`src/wakeup_down_counter_map.svh`:
```
// Register offsets, field positions and reset values of the wake-up down counter
`ifndef WAKEUP_DOWN_COUNTER_MAP_SVH
`define WAKEUP_DOWN_COUNTER_MAP_SVH

// Byte offsets of the register words
`define WDC_OFF_CONTROL 8'h00
`define WDC_OFF_RELOAD 8'h04
`define WDC_OFF_COUNT 8'h08
`define WDC_OFF_IRQ_ENABLE 8'h10
`define WDC_OFF_IRQ_FLAG 8'h14
`define WDC_OFF_IRQ_CLEAR 8'h1c

// Control register fields
`define WDC_CTRL_ENABLE_BIT 0
`define WDC_CTRL_MODE_LSB 1
`define WDC_CTRL_MODE_MSB 2
`define WDC_CTRL_PRESCALE_LSB 4
`define WDC_CTRL_PRESCALE_MSB 7
`define WDC_CTRL_SOURCE_LSB 8
`define WDC_CTRL_SOURCE_MSB 10
`define WDC_CTRL_WIDTH 11
`define WDC_CTRL_WRITE_MASK 11'h7f7

// Underflow bit position in enable, flag and clear registers
`define WDC_UNDERFLOW_BIT 3

// Reset values
`define WDC_RST_CONTROL 11'h000
`define WDC_RST_RELOAD 16'hffff
`define WDC_RST_COUNT 16'h0000
`define WDC_READ_IRQ_CLEAR 32'h0000_003f

`endif

```
`src/wakeup_down_counter_pkg.sv`:
```
// Types shared by the wake-up down counter modules
package wakeup_down_counter_pkg;

    // Clock source selection codes
    typedef enum logic [2:0] {
        SRC_HIGH_SPEED_INTERNAL = 3'h0,
        SRC_LOW_SPEED_INTERNAL = 3'h1,
        SRC_HIGH_SPEED_EXTERNAL = 3'h2,
        SRC_LOW_SPEED_EXTERNAL = 3'h3,
        SRC_EVENT_PIN = 3'h4
    } clock_source_t;

    // AXI response codes
    typedef enum logic [1:0] {
        RESP_OKAY = 2'h0,
        RESP_SLVERR = 2'h2
    } axi_resp_t;

endpackage : wakeup_down_counter_pkg

```
`src/tick_if.sv`:
```
// Tick path between the counter core and its prescaler
`timescale 1ns/1ps
interface tick_if;
    logic src_tick;        // One pulse per selected source edge
    logic clear;           // Holds the prescaler at zero
    logic hold;            // Pauses the prescaler
    logic [3:0] code;      // Prescale select code
    logic prescaled_tick;  // One pulse per divided period

    modport core (output src_tick, output clear, output hold, output code, input prescaled_tick);
    modport divider (input src_tick, input clear, input hold, input code, output prescaled_tick);
endinterface : tick_if

```
`src/edge_sync.sv`:
```
// Three-stage synchroniser with rising-edge pulse, one per input bit
`timescale 1ns/1ps
module edge_sync #(
    parameter int WIDTH = 5
) (
    // Clock and reset
    input wire logic aclk,
    input wire logic aresetn,
    // Asynchronous levels in, one-cycle pulses out
    input wire logic [WIDTH-1:0] async_in,
    output logic [WIDTH-1:0] rise_pulse
);

    // Refuse a width that the bit loop cannot build
    if (WIDTH < 1) begin : g_bad_width
        $error("edge_sync: WIDTH must be at least 1");
    end

    genvar i;
    generate
        for (i = 0; i < WIDTH; i++) begin : g_bit
            logic s1, s2, s3;   // Synchroniser chain
            logic settled;      // Last agreed level
            wire agree = (s2 == s3);  // Change counts once stages two and three match
            // First stage is read by the second stage only
            always_ff @(posedge aclk) begin
                if (!aresetn) begin
                    s1 <= 1'b0;
                    s2 <= 1'b0;
                    s3 <= 1'b0;
                    settled <= 1'b0;
                end else begin
                    s1 <= async_in[i];
                    s2 <= s1;
                    s3 <= s2;
                    if (agree) settled <= s3;
                end
            end
            assign rise_pulse[i] = agree & s3 & ~settled;
        end
    endgenerate

endmodule : edge_sync

```
`src/tick_prescaler.sv`:
```
// Power-of-two prescaler on the selected source pulses
`timescale 1ns/1ps
module tick_prescaler #(
    parameter int DIV_BITS = 15
) (
    // Clock and reset
    input wire logic aclk,
    input wire logic aresetn,
    // Tick path from the core
    tick_if.divider tk
);

    // Code 15 needs fifteen divider bits; this sets the longest period
    if (DIV_BITS < 15) begin : g_bad_bits
        $error("tick_prescaler: DIV_BITS must be at least 15");
    end

    logic [DIV_BITS-1:0] div_count;  // Source pulses outside hold since the timer was enabled
    logic [DIV_BITS-1:0] div_mask;   // Low code bits set

    // Code n divides by 2**n; reserved code 0 degenerates to no division
    assign div_mask = DIV_BITS'((32'h1 << tk.code) - 32'h1);
    assign tk.prescaled_tick = tk.src_tick & ~tk.hold & ~tk.clear
                               & ((div_count & div_mask) == div_mask);

    // Free count of source pulses, cleared while the timer is off
    always_ff @(posedge aclk) begin
        if (!aresetn || tk.clear) begin
            div_count <= '0;
        end else if (tk.src_tick && !tk.hold) begin
            div_count <= div_count + 1'b1;
        end
    end

endmodule : tick_prescaler

```
`src/wakeup_down_counter.sv`:
```
// Wake-up down counter: AXI4-Lite register bank, source select, counter and flags
//
// How it works
// - Source code picks one of five clocks.
// - Prescaler divides source by two to the code.
// - Each period lasts reload plus one ticks.
// - Enable loads reload, then decrements per tick.
// - A tick at zero raises underflow and sets flag.
// - Underflow reloads counter and restarts countdown.
// - Reload writes only affect the next period.
// - Interrupt only when flag and enable bit.
// - Flag reads at bit three, read-only.
// - Writing zero to clear bit clears flag.
// - Clearing enable stops counting.
// - Low-speed source keeps running, underflow wakes system.
// - Low-speed period spans microseconds to many hours.
// - Freeze bit suspends counting during debug halt.
// - Reload resets to ffff; count reads live.
//
// Implementation choice: register access over AXI4-Lite.
`timescale 1ns/1ps
`include "wakeup_down_counter_map.svh"
module wakeup_down_counter (
    // Clock and reset
    input wire logic aclk,
    input wire logic aresetn,
    // AXI4-Lite write address
    input wire logic awvalid,
    output logic awready,
    input wire logic [7:0] awaddr,
    input wire logic [2:0] awprot,
    // AXI4-Lite write data
    input wire logic wvalid,
    output logic wready,
    input wire logic [31:0] wdata,
    input wire logic [3:0] wstrb,
    // AXI4-Lite write response
    output logic bvalid,
    input wire logic bready,
    output logic [1:0] bresp,
    // AXI4-Lite read address
    input wire logic arvalid,
    output logic arready,
    input wire logic [7:0] araddr,
    input wire logic [2:0] arprot,
    // AXI4-Lite read data
    output logic rvalid,
    input wire logic rready,
    output logic [31:0] rdata,
    output logic [1:0] rresp,
    // Clock sources and event pin, all asynchronous levels
    input wire logic high_speed_internal_osc,
    input wire logic low_speed_internal_osc,
    input wire logic high_speed_external_osc,
    input wire logic low_speed_external_osc,
    input wire logic event_input_pin,
    // Debug and low-power controller
    input wire logic debug_halted,
    input wire logic debug_freeze_control,
    input wire logic deep_sleep_mode,
    // Events out
    output logic irq,
    output logic wakeup_request,
    output logic underflow_pulse
);

    // Bus write holding state
    logic aw_held;            // Write address accepted
    logic [7:0] aw_addr;      // Held write address
    logic w_held;             // Write data accepted
    logic [31:0] w_data;      // Held write data
    logic [3:0] w_strb;       // Held byte strobes
    // Registers
    logic [`WDC_CTRL_WIDTH-1:0] ctrl;  // Control word
    logic [15:0] reload_value;         // Reload register
    logic [15:0] count_value;          // Live counter
    logic irq_enable;                  // Underflow interrupt enable
    logic flag_ud;                     // Sticky underflow flag
    logic enable_q;                    // Enable one cycle ago

    // Field views of the control word
    wire enable = ctrl[`WDC_CTRL_ENABLE_BIT];
    wire [3:0] prescale_select = ctrl[`WDC_CTRL_PRESCALE_MSB:`WDC_CTRL_PRESCALE_LSB];
    wire [2:0] clock_source_select = ctrl[`WDC_CTRL_SOURCE_MSB:`WDC_CTRL_SOURCE_LSB];

    // Write decode
    wire do_write = aw_held & w_held & ~bvalid;
    wire wr_ctrl = do_write & (aw_addr == `WDC_OFF_CONTROL);
    wire wr_reload = do_write & (aw_addr == `WDC_OFF_RELOAD);
    wire wr_ier = do_write & (aw_addr == `WDC_OFF_IRQ_ENABLE);
    wire wr_icr = do_write & (aw_addr == `WDC_OFF_IRQ_CLEAR);
    // Count and flag words are read-only, so only these four accept a write
    wire wr_ok = wr_ctrl | wr_reload | wr_ier | wr_icr;

    // Byte-lane merge of held write data into an old word
    function automatic logic [31:0] merge_bytes(input logic [31:0] old_word,
                                                input logic [31:0] new_word,
                                                input logic [3:0] strb);
        logic [31:0] res;
        res = old_word;
        for (int b = 0; b < 4; b++) begin
            if (strb[b]) res[8*b +: 8] = new_word[8*b +: 8];
        end
        return res;
    endfunction : merge_bytes

    wire [31:0] ctrl_merged = merge_bytes({21'h0, ctrl}, w_data, w_strb);
    wire [31:0] reload_merged = merge_bytes({16'h0, reload_value}, w_data, w_strb);
    // Reserved bit 3 of the control word stays zero
    wire [`WDC_CTRL_WIDTH-1:0] next_ctrl = ctrl_merged[`WDC_CTRL_WIDTH-1:0]
                                           & `WDC_CTRL_WRITE_MASK;
    // Clear-bit write of zero in the low byte lane
    wire clear_flag = wr_icr & w_strb[0] & ~w_data[`WDC_UNDERFLOW_BIT];

    // Source selection and pin synchronisers
    logic [4:0] src_pulse;  // Rising edge of each source
    edge_sync #(.WIDTH(5)) u_sync (
        .aclk(aclk),
        .aresetn(aresetn),
        .async_in({event_input_pin, low_speed_external_osc, high_speed_external_osc,
                   low_speed_internal_osc, high_speed_internal_osc}),
        .rise_pulse(src_pulse)
    );

    // Unused codes 5..7 select nothing, so no tick arrives
    wire selected_pulse = (clock_source_select <= 3'(wakeup_down_counter_pkg::SRC_EVENT_PIN))
                          ? src_pulse[clock_source_select] : 1'b0;
    // Low-speed sources are the ones kept alive in deep sleep
    wire low_speed_src =
        (clock_source_select == 3'(wakeup_down_counter_pkg::SRC_LOW_SPEED_INTERNAL)) ||
        (clock_source_select == 3'(wakeup_down_counter_pkg::SRC_LOW_SPEED_EXTERNAL));

    // Counting conditions
    wire freeze = debug_freeze_control & debug_halted;
    wire load = enable & ~enable_q;
    wire tick;                                           // Prescaled tick
    wire run_tick = tick & enable & ~freeze & ~load;
    wire underflow = run_tick & (count_value == 16'h0000);

    // Prescaler on the tick path
    tick_if tk ();
    assign tk.src_tick = selected_pulse;
    assign tk.clear = ~enable;
    assign tk.hold = freeze;
    assign tk.code = prescale_select;
    assign tick = tk.prescaled_tick;
    tick_prescaler u_prescale (
        .aclk(aclk),
        .aresetn(aresetn),
        .tk(tk.divider)
    );

    // Bus handshake: accept each channel once, answer when both are held
    assign awready = ~aw_held;
    assign wready = ~w_held;
    assign arready = ~rvalid;

    // Write address and data capture; response after both
    always_ff @(posedge aclk) begin
        if (!aresetn) begin
            aw_held <= 1'b0;
            w_held <= 1'b0;
            aw_addr <= 8'h00;
            w_data <= 32'h0000_0000;
            w_strb <= 4'h0;
            bvalid <= 1'b0;
            bresp <= 2'h0;
        end else begin
            if (awvalid && awready) begin
                aw_held <= 1'b1;
                aw_addr <= awaddr;
            end else if (do_write) begin
                aw_held <= 1'b0;
            end
            if (wvalid && wready) begin
                w_held <= 1'b1;
                w_data <= wdata;
                w_strb <= wstrb;
            end else if (do_write) begin
                w_held <= 1'b0;
            end
            if (do_write) begin
                bvalid <= 1'b1;
                // Read-only and unmapped words refuse writes
                bresp <= wr_ok
                         ? wakeup_down_counter_pkg::RESP_OKAY
                         : wakeup_down_counter_pkg::RESP_SLVERR;
            end else if (bready) begin
                bvalid <= 1'b0;
            end
        end
    end

    // Read mux
    logic [31:0] read_word;   // Word at araddr
    logic read_hit;           // Address is mapped
    always_comb begin
        read_word = 32'h0000_0000;
        read_hit = 1'b1;
        unique case (araddr)
            `WDC_OFF_CONTROL: read_word = {21'h0, ctrl};
            `WDC_OFF_RELOAD: read_word = {16'h0, reload_value};
            `WDC_OFF_COUNT: read_word = {16'h0, count_value};
            `WDC_OFF_IRQ_ENABLE: read_word[`WDC_UNDERFLOW_BIT] = irq_enable;
            `WDC_OFF_IRQ_FLAG: read_word[`WDC_UNDERFLOW_BIT] = flag_ud;
            `WDC_OFF_IRQ_CLEAR: read_word = `WDC_READ_IRQ_CLEAR;
            default: read_hit = 1'b0;
        endcase
    end

    // Read answer one cycle after the address is taken
    always_ff @(posedge aclk) begin
        if (!aresetn) begin
            rvalid <= 1'b0;
            rdata <= 32'h0000_0000;
            rresp <= 2'h0;
        end else if (arvalid && arready) begin
            rvalid <= 1'b1;
            rdata <= read_word;
            rresp <= read_hit ? wakeup_down_counter_pkg::RESP_OKAY
                              : wakeup_down_counter_pkg::RESP_SLVERR;
        end else if (rready) begin
            rvalid <= 1'b0;
        end
    end

    // Software registers; source and prescale changes mid-run are the user's hazard
    always_ff @(posedge aclk) begin
        if (!aresetn) begin
            ctrl <= `WDC_RST_CONTROL;
            reload_value <= `WDC_RST_RELOAD;
            irq_enable <= 1'b0;
        end else begin
            if (wr_ctrl) ctrl <= next_ctrl;
            // Only the register changes; the counter picks it up at reload
            if (wr_reload) reload_value <= reload_merged[15:0];
            if (wr_ier && w_strb[0]) irq_enable <= w_data[`WDC_UNDERFLOW_BIT];
        end
    end

    // Down counter
    always_ff @(posedge aclk) begin
        if (!aresetn) begin
            count_value <= `WDC_RST_COUNT;
            enable_q <= 1'b0;
        end else begin
            enable_q <= enable;
            if (load) begin
                count_value <= reload_value;
            end else if (underflow) begin
                count_value <= reload_value;
            end else if (run_tick) begin
                count_value <= count_value - 16'h0001;
            end
        end
    end

    // Flag and event outputs; a set in the clear cycle wins
    always_ff @(posedge aclk) begin
        if (!aresetn) begin
            flag_ud <= 1'b0;
            irq <= 1'b0;
            wakeup_request <= 1'b0;
            underflow_pulse <= 1'b0;
        end else begin
            if (underflow) flag_ud <= 1'b1;
            else if (clear_flag) flag_ud <= 1'b0;
            irq <= flag_ud & irq_enable;
            wakeup_request <= flag_ud & low_speed_src & deep_sleep_mode;
            underflow_pulse <= underflow;
        end
    end
endmodule : wakeup_down_counter

```
`config.mk`:
```
export PLATFORM = sky130hd
export DESIGN_NAME = wakeup_down_counter
export DESIGN_NICKNAME = d
export VERILOG_FILES = /design/src/wakeup_down_counter_pkg.sv /design/src/tick_if.sv /design/src/edge_sync.sv /design/src/tick_prescaler.sv /design/src/wakeup_down_counter.sv
export VERILOG_INCLUDE_DIRS = /design/src
export SDC_FILE = /design/constraint.sdc
export NUM_CORES = 1
export LEC_CHECK = 0
export BUFFER_PORTS_ARGS = -buffer_cell sky130_fd_sc_hd__buf_4
export CAP_MARGIN = 10
export CORE_ASPECT_RATIO = 0.8
export CORE_UTILIZATION = 51
export CTS_CLUSTER_SIZE = 24
export DETAILED_ROUTE_END_ITERATION = 16
export GPL_ROUTABILITY_DRIVEN = 0
export GPL_TIMING_DRIVEN = 1
export PLACE_DENSITY = 0.77
export SETUP_SLACK_MARGIN = 0.05
export SLEW_MARGIN = 5
export SYNTH_ARGS = -nofsm -noshare
export SYNTH_HDL_FRONTEND = slang
export SYNTH_SLANG_ARGS = --single-unit
```
`constraint.sdc`:
```
create_clock -name aclk -period 3.6 [get_ports aclk]
set_input_delay 0.36 -clock aclk [delete_from_list [all_inputs] [get_ports aclk]]
set_output_delay 0.36 -clock aclk [all_outputs]
set_load 0.02 [all_outputs]
```
==> out/summary.md <==
The flow ran to the end, and the final reports show no timing, DRC or antenna violations. Across the run, the number of max-cap violations was 0. Ranked by total cell area, the synthesized netlist is headed by dfxtp_1 43%, nand2_1 8.0%, nor2_1 4.3%. The run gives 489 as the initial detailed-routing violation count.

The count of buffers added on input and output ports is 74. Setup repair after global routing left no endpoint under its margin. The share of the synthesized area in the top cell type is 42.7%.

Along the worst path, the maximum fanout reaches 9. Clock-pin slew was measured on the worst setup and hold paths at 0.06 ns. Clock tree synthesis inserted a total of 17 buffers.

Counting flops with a built-in enable in the synthesized netlist gives 0. Sequential elements use 42.7% of the synthesized area. Counting flops with an async set or reset pin after synthesis yields a share of 0%.

The run gives 0.41 ns as the clock latency at the later pin of the worst-skew pair. The clock network power share is 48.1%. The library cells used most frequently in the layout, excluding fill and tap cells, are 131 x nand2_1, 131 x dfxtp_1, 82 x buf_4, 71 x nor2_1, 51 x a21oi_1.

The highest ir drop seen on vdd is 325 uV. The actual transition at the worst max-transition pin came out at 1.01 ns. The number of global-route vias before repair was 5223; the worst-case headroom to the max-slew limit was 32.4%. For the worst setup path, the data required time is 3.89 ns. For this run, the number of Yosys warnings is 0. In this run the number of H-tree levels came out at 4.

During I/O placement, the number of pins put on the boundary was 117. The post-route fraction of the period consumed by the critical path is 92.3%, and the count of fill cells added during filler insertion is 960. The logs give 2540 uW for the internal power component and 737 for the cell count after synthesis. In the final layout, the share of cells above drive strength 1 is 15.9%. By startpoint and endpoint, the worst setup path is classified as flip-flop to flip-flop. For this run, design rule violations remaining after detail routing come to 0. On the critical path, the stage with the largest delay is an instance of a2111oi_1. The initial antenna violation count was 0. The worst setup path is captured at a flip-flop. The multi-input combinational cells in the finished layout cover a total of 3250 um2. In this run, synthesis produced a sequential element count of 131. Switching power as a share of total power: 25.0%.

The max-slew violation count was 0. In this run, placement finished with an instance count of 929. The worst path needs 3.32 ns of the cycle, external delays included.

Static timing analysis puts the maximum clock frequency at 301 MHz. The type of origin of the critical path is a flip-flop. The number of antenna repair diodes is 0. The clock tree root buffer cell is clkbuf_16. From left edge to right edge, the die measures 125 um. The detail-routed via count per cell was 5.82. The tools report the overall global routing resource usage as 25.5%. In the synthesized netlist the dominant register cell turns out to be dfxtp_1. The library cell with the largest summed area after synthesis is dfxtp_1. Across all layers, the routed design uses 5590 vias.

Data arrival time of the critical path: 3.61 ns. Kind of cell with the highest combined delay on the critical path: simple AND/OR/NAND/NOR gates. After global routing the overflow that remains totals 0. Yosys mapped the design onto 71 distinct sky130hd cell types. The sum of net half-perimeters after detailed placement was 10900 um; the post-detailed-route wirelength per cell was 16.2 um. For the maximum buffer depth of the clock tree, the log shows 2. Final total negative setup slack: 0 ns. Layout overhead on the synthesized area: 18.6%. Power density over the cells: 465 nW/um2. Excluding fillers, the count of instances in the completed layout stands at 961. The critical path goes through or4_4 > ha_1 > o2bb2ai_1 > a2111oi_1 > nand2_1 > and4bb_1 > and3_1 > a21oi_1 > a221o_1. TritonCTS built the clock tree.

The type of the tightest min-delay check is input pin to flip-flop. The logs give 44.7% for the share of power burned in registers and 0.303 ns for the pre-CTS setup slack. The core region is 11600 um2. The number of hold-slack violations in the final timing report came out at 0.

The tools report the final worst clock skew as 0.0108 ns. The die is 100 um tall. Together, buffers and inverters on the worst path number 0. Buffers added to address setup during post-CTS repair amount to 0.

The tools report the area of the die as 12500 um2. The detail route stage leaves a number of antenna-violating nets equal to 0. The run gives 52.9% as the starting density of the core. For the wire length of the first global-routing pass, the log shows 25500 um. The routed design has 15600 um of wire.

Setup slack closes at 0.277 ns. Summed over all nets, the switching power comes to 847 uW. The sequential cells in the finished layout cover a total of 2620 um2.

The largest single stage delay on the critical path is 0.57 ns. Setup violations remaining at the end of the flow were counted as 0. The first detailed-routing pass ran for 5 iterations.

The share of total power in combinational logic is 7.3%, and the post-cts gate resize count is 0. The logs give 49 for the largest net degree at the start of global routing and 882 for the number of nets in the finished design. The number of hold buffers added after CTS was 0. The analysis attributes to cell leakage a power of 0.00304 uW. The floorplan has 35 rows. The tools report the cell area after synthesis as 6140 um2. A synthesized cell averages 8.33 um2. Counting every sink on the clock net gives 131.
Yosys cell counts (16+ instances only):
library cell  number
dfxtp_1          131
nand2_1          131
nor2_1            71
a21oi_1           51
nand3_1           32
clkbuf_1          28
o21ai_0           27
mux2i_1           26
and2_1            23
buf_4             18
nor3_1            17
a22oi_1           16
state kept, by name (all words and copies together) (netlist names), 2 cells and up:
name,flops
aw_addr,8
count_value,16
ctrl,10
rdata,16
reload_value,16
u_prescale.div_count,15
u_sync.g_bit.s1,5
u_sync.g_bit.s2,5
u_sync.g_bit.s3,5
u_sync.g_bit.settled,5
w_data,16
w_strb,2
metrics by stage:
stage                     instance area [um2]  util (%)  power, uW  hold WS [ns]
after floorplan                          6200         -       1710         0.412
after global placement                   6710      57.9       1780         0.412
after detailed placement                 6710      57.9       1780         0.421
after CTS                                7270      62.7       3400         0.126
after global routing                     7280      62.8       3490         0.124
final                                    7280      62.8       3390         0.130
logic make-up after synthesis:
group	after synthesis	synth area share [%]
AND/OR/NAND/NOR	332	26.0
AO/OA/AOI/OAI	149	16.6
flip-flops	131	42.7
buffers and inverters	69	5.60
multiplexers	30	4.97
XOR/XNOR	16	2.28
adder cells (fa/ha/maj)	9	1.83
other	1	0.0611
final timing paths:
path | from | endpoint | slack [ns] | cells past startpoint
setup / recovery | ctrl[5]$_SDFFE_PN0P_ | count_value[14]$_SDFFE_PN0P_ | 0.28 | 9
hold / removal | rready | rvalid$_SDFFE_PN0P_ | 0.13 | 2
setup reg to reg | ctrl[5]$_SDFFE_PN0P_ | count_value[14]$_SDFFE_PN0P_ | 0.28 | 9
hold reg to reg | u_sync.g_bit[0].s1$_SDFF_PN0_ | u_sync.g_bit[0].s2$_SDFF_PN0_ | 0.43 | 1
metal layers:
metal | wire [um] | GRT usage (%) | vias to the layer above
met2 | 7140 | 40.9 | 248
met3 | 1420 | 6.66 | 22
li1 | - | - | 2683
met1 | 6830 | 33.7 | 2637
met5 | 0 | 0 | -
met4 | 190 | 7.88 | 0
cell type report:
type / count / share of cell area [%]
clock inverters: 14 / 1.79
inverters: 14 / 0.722
flip-flops and latches: 131 / 36.0
multi-input cells: 554 / 44.6
well taps: 148 / 2.54
clock buffers: 18 / 5.89
repair buffers: 82 / 8.45
power by group through the flow:
stage,combinational (uW),sequential [uW],clock [uW]
global route,269,1520,1710
finish,246,1510,1630
global placement,233,1540,0
CTS,243,1510,1650
detailed placement,241,1540,0
floorplan,161,1550,0
Note: power is estimated with default switching activity, not from simulation.
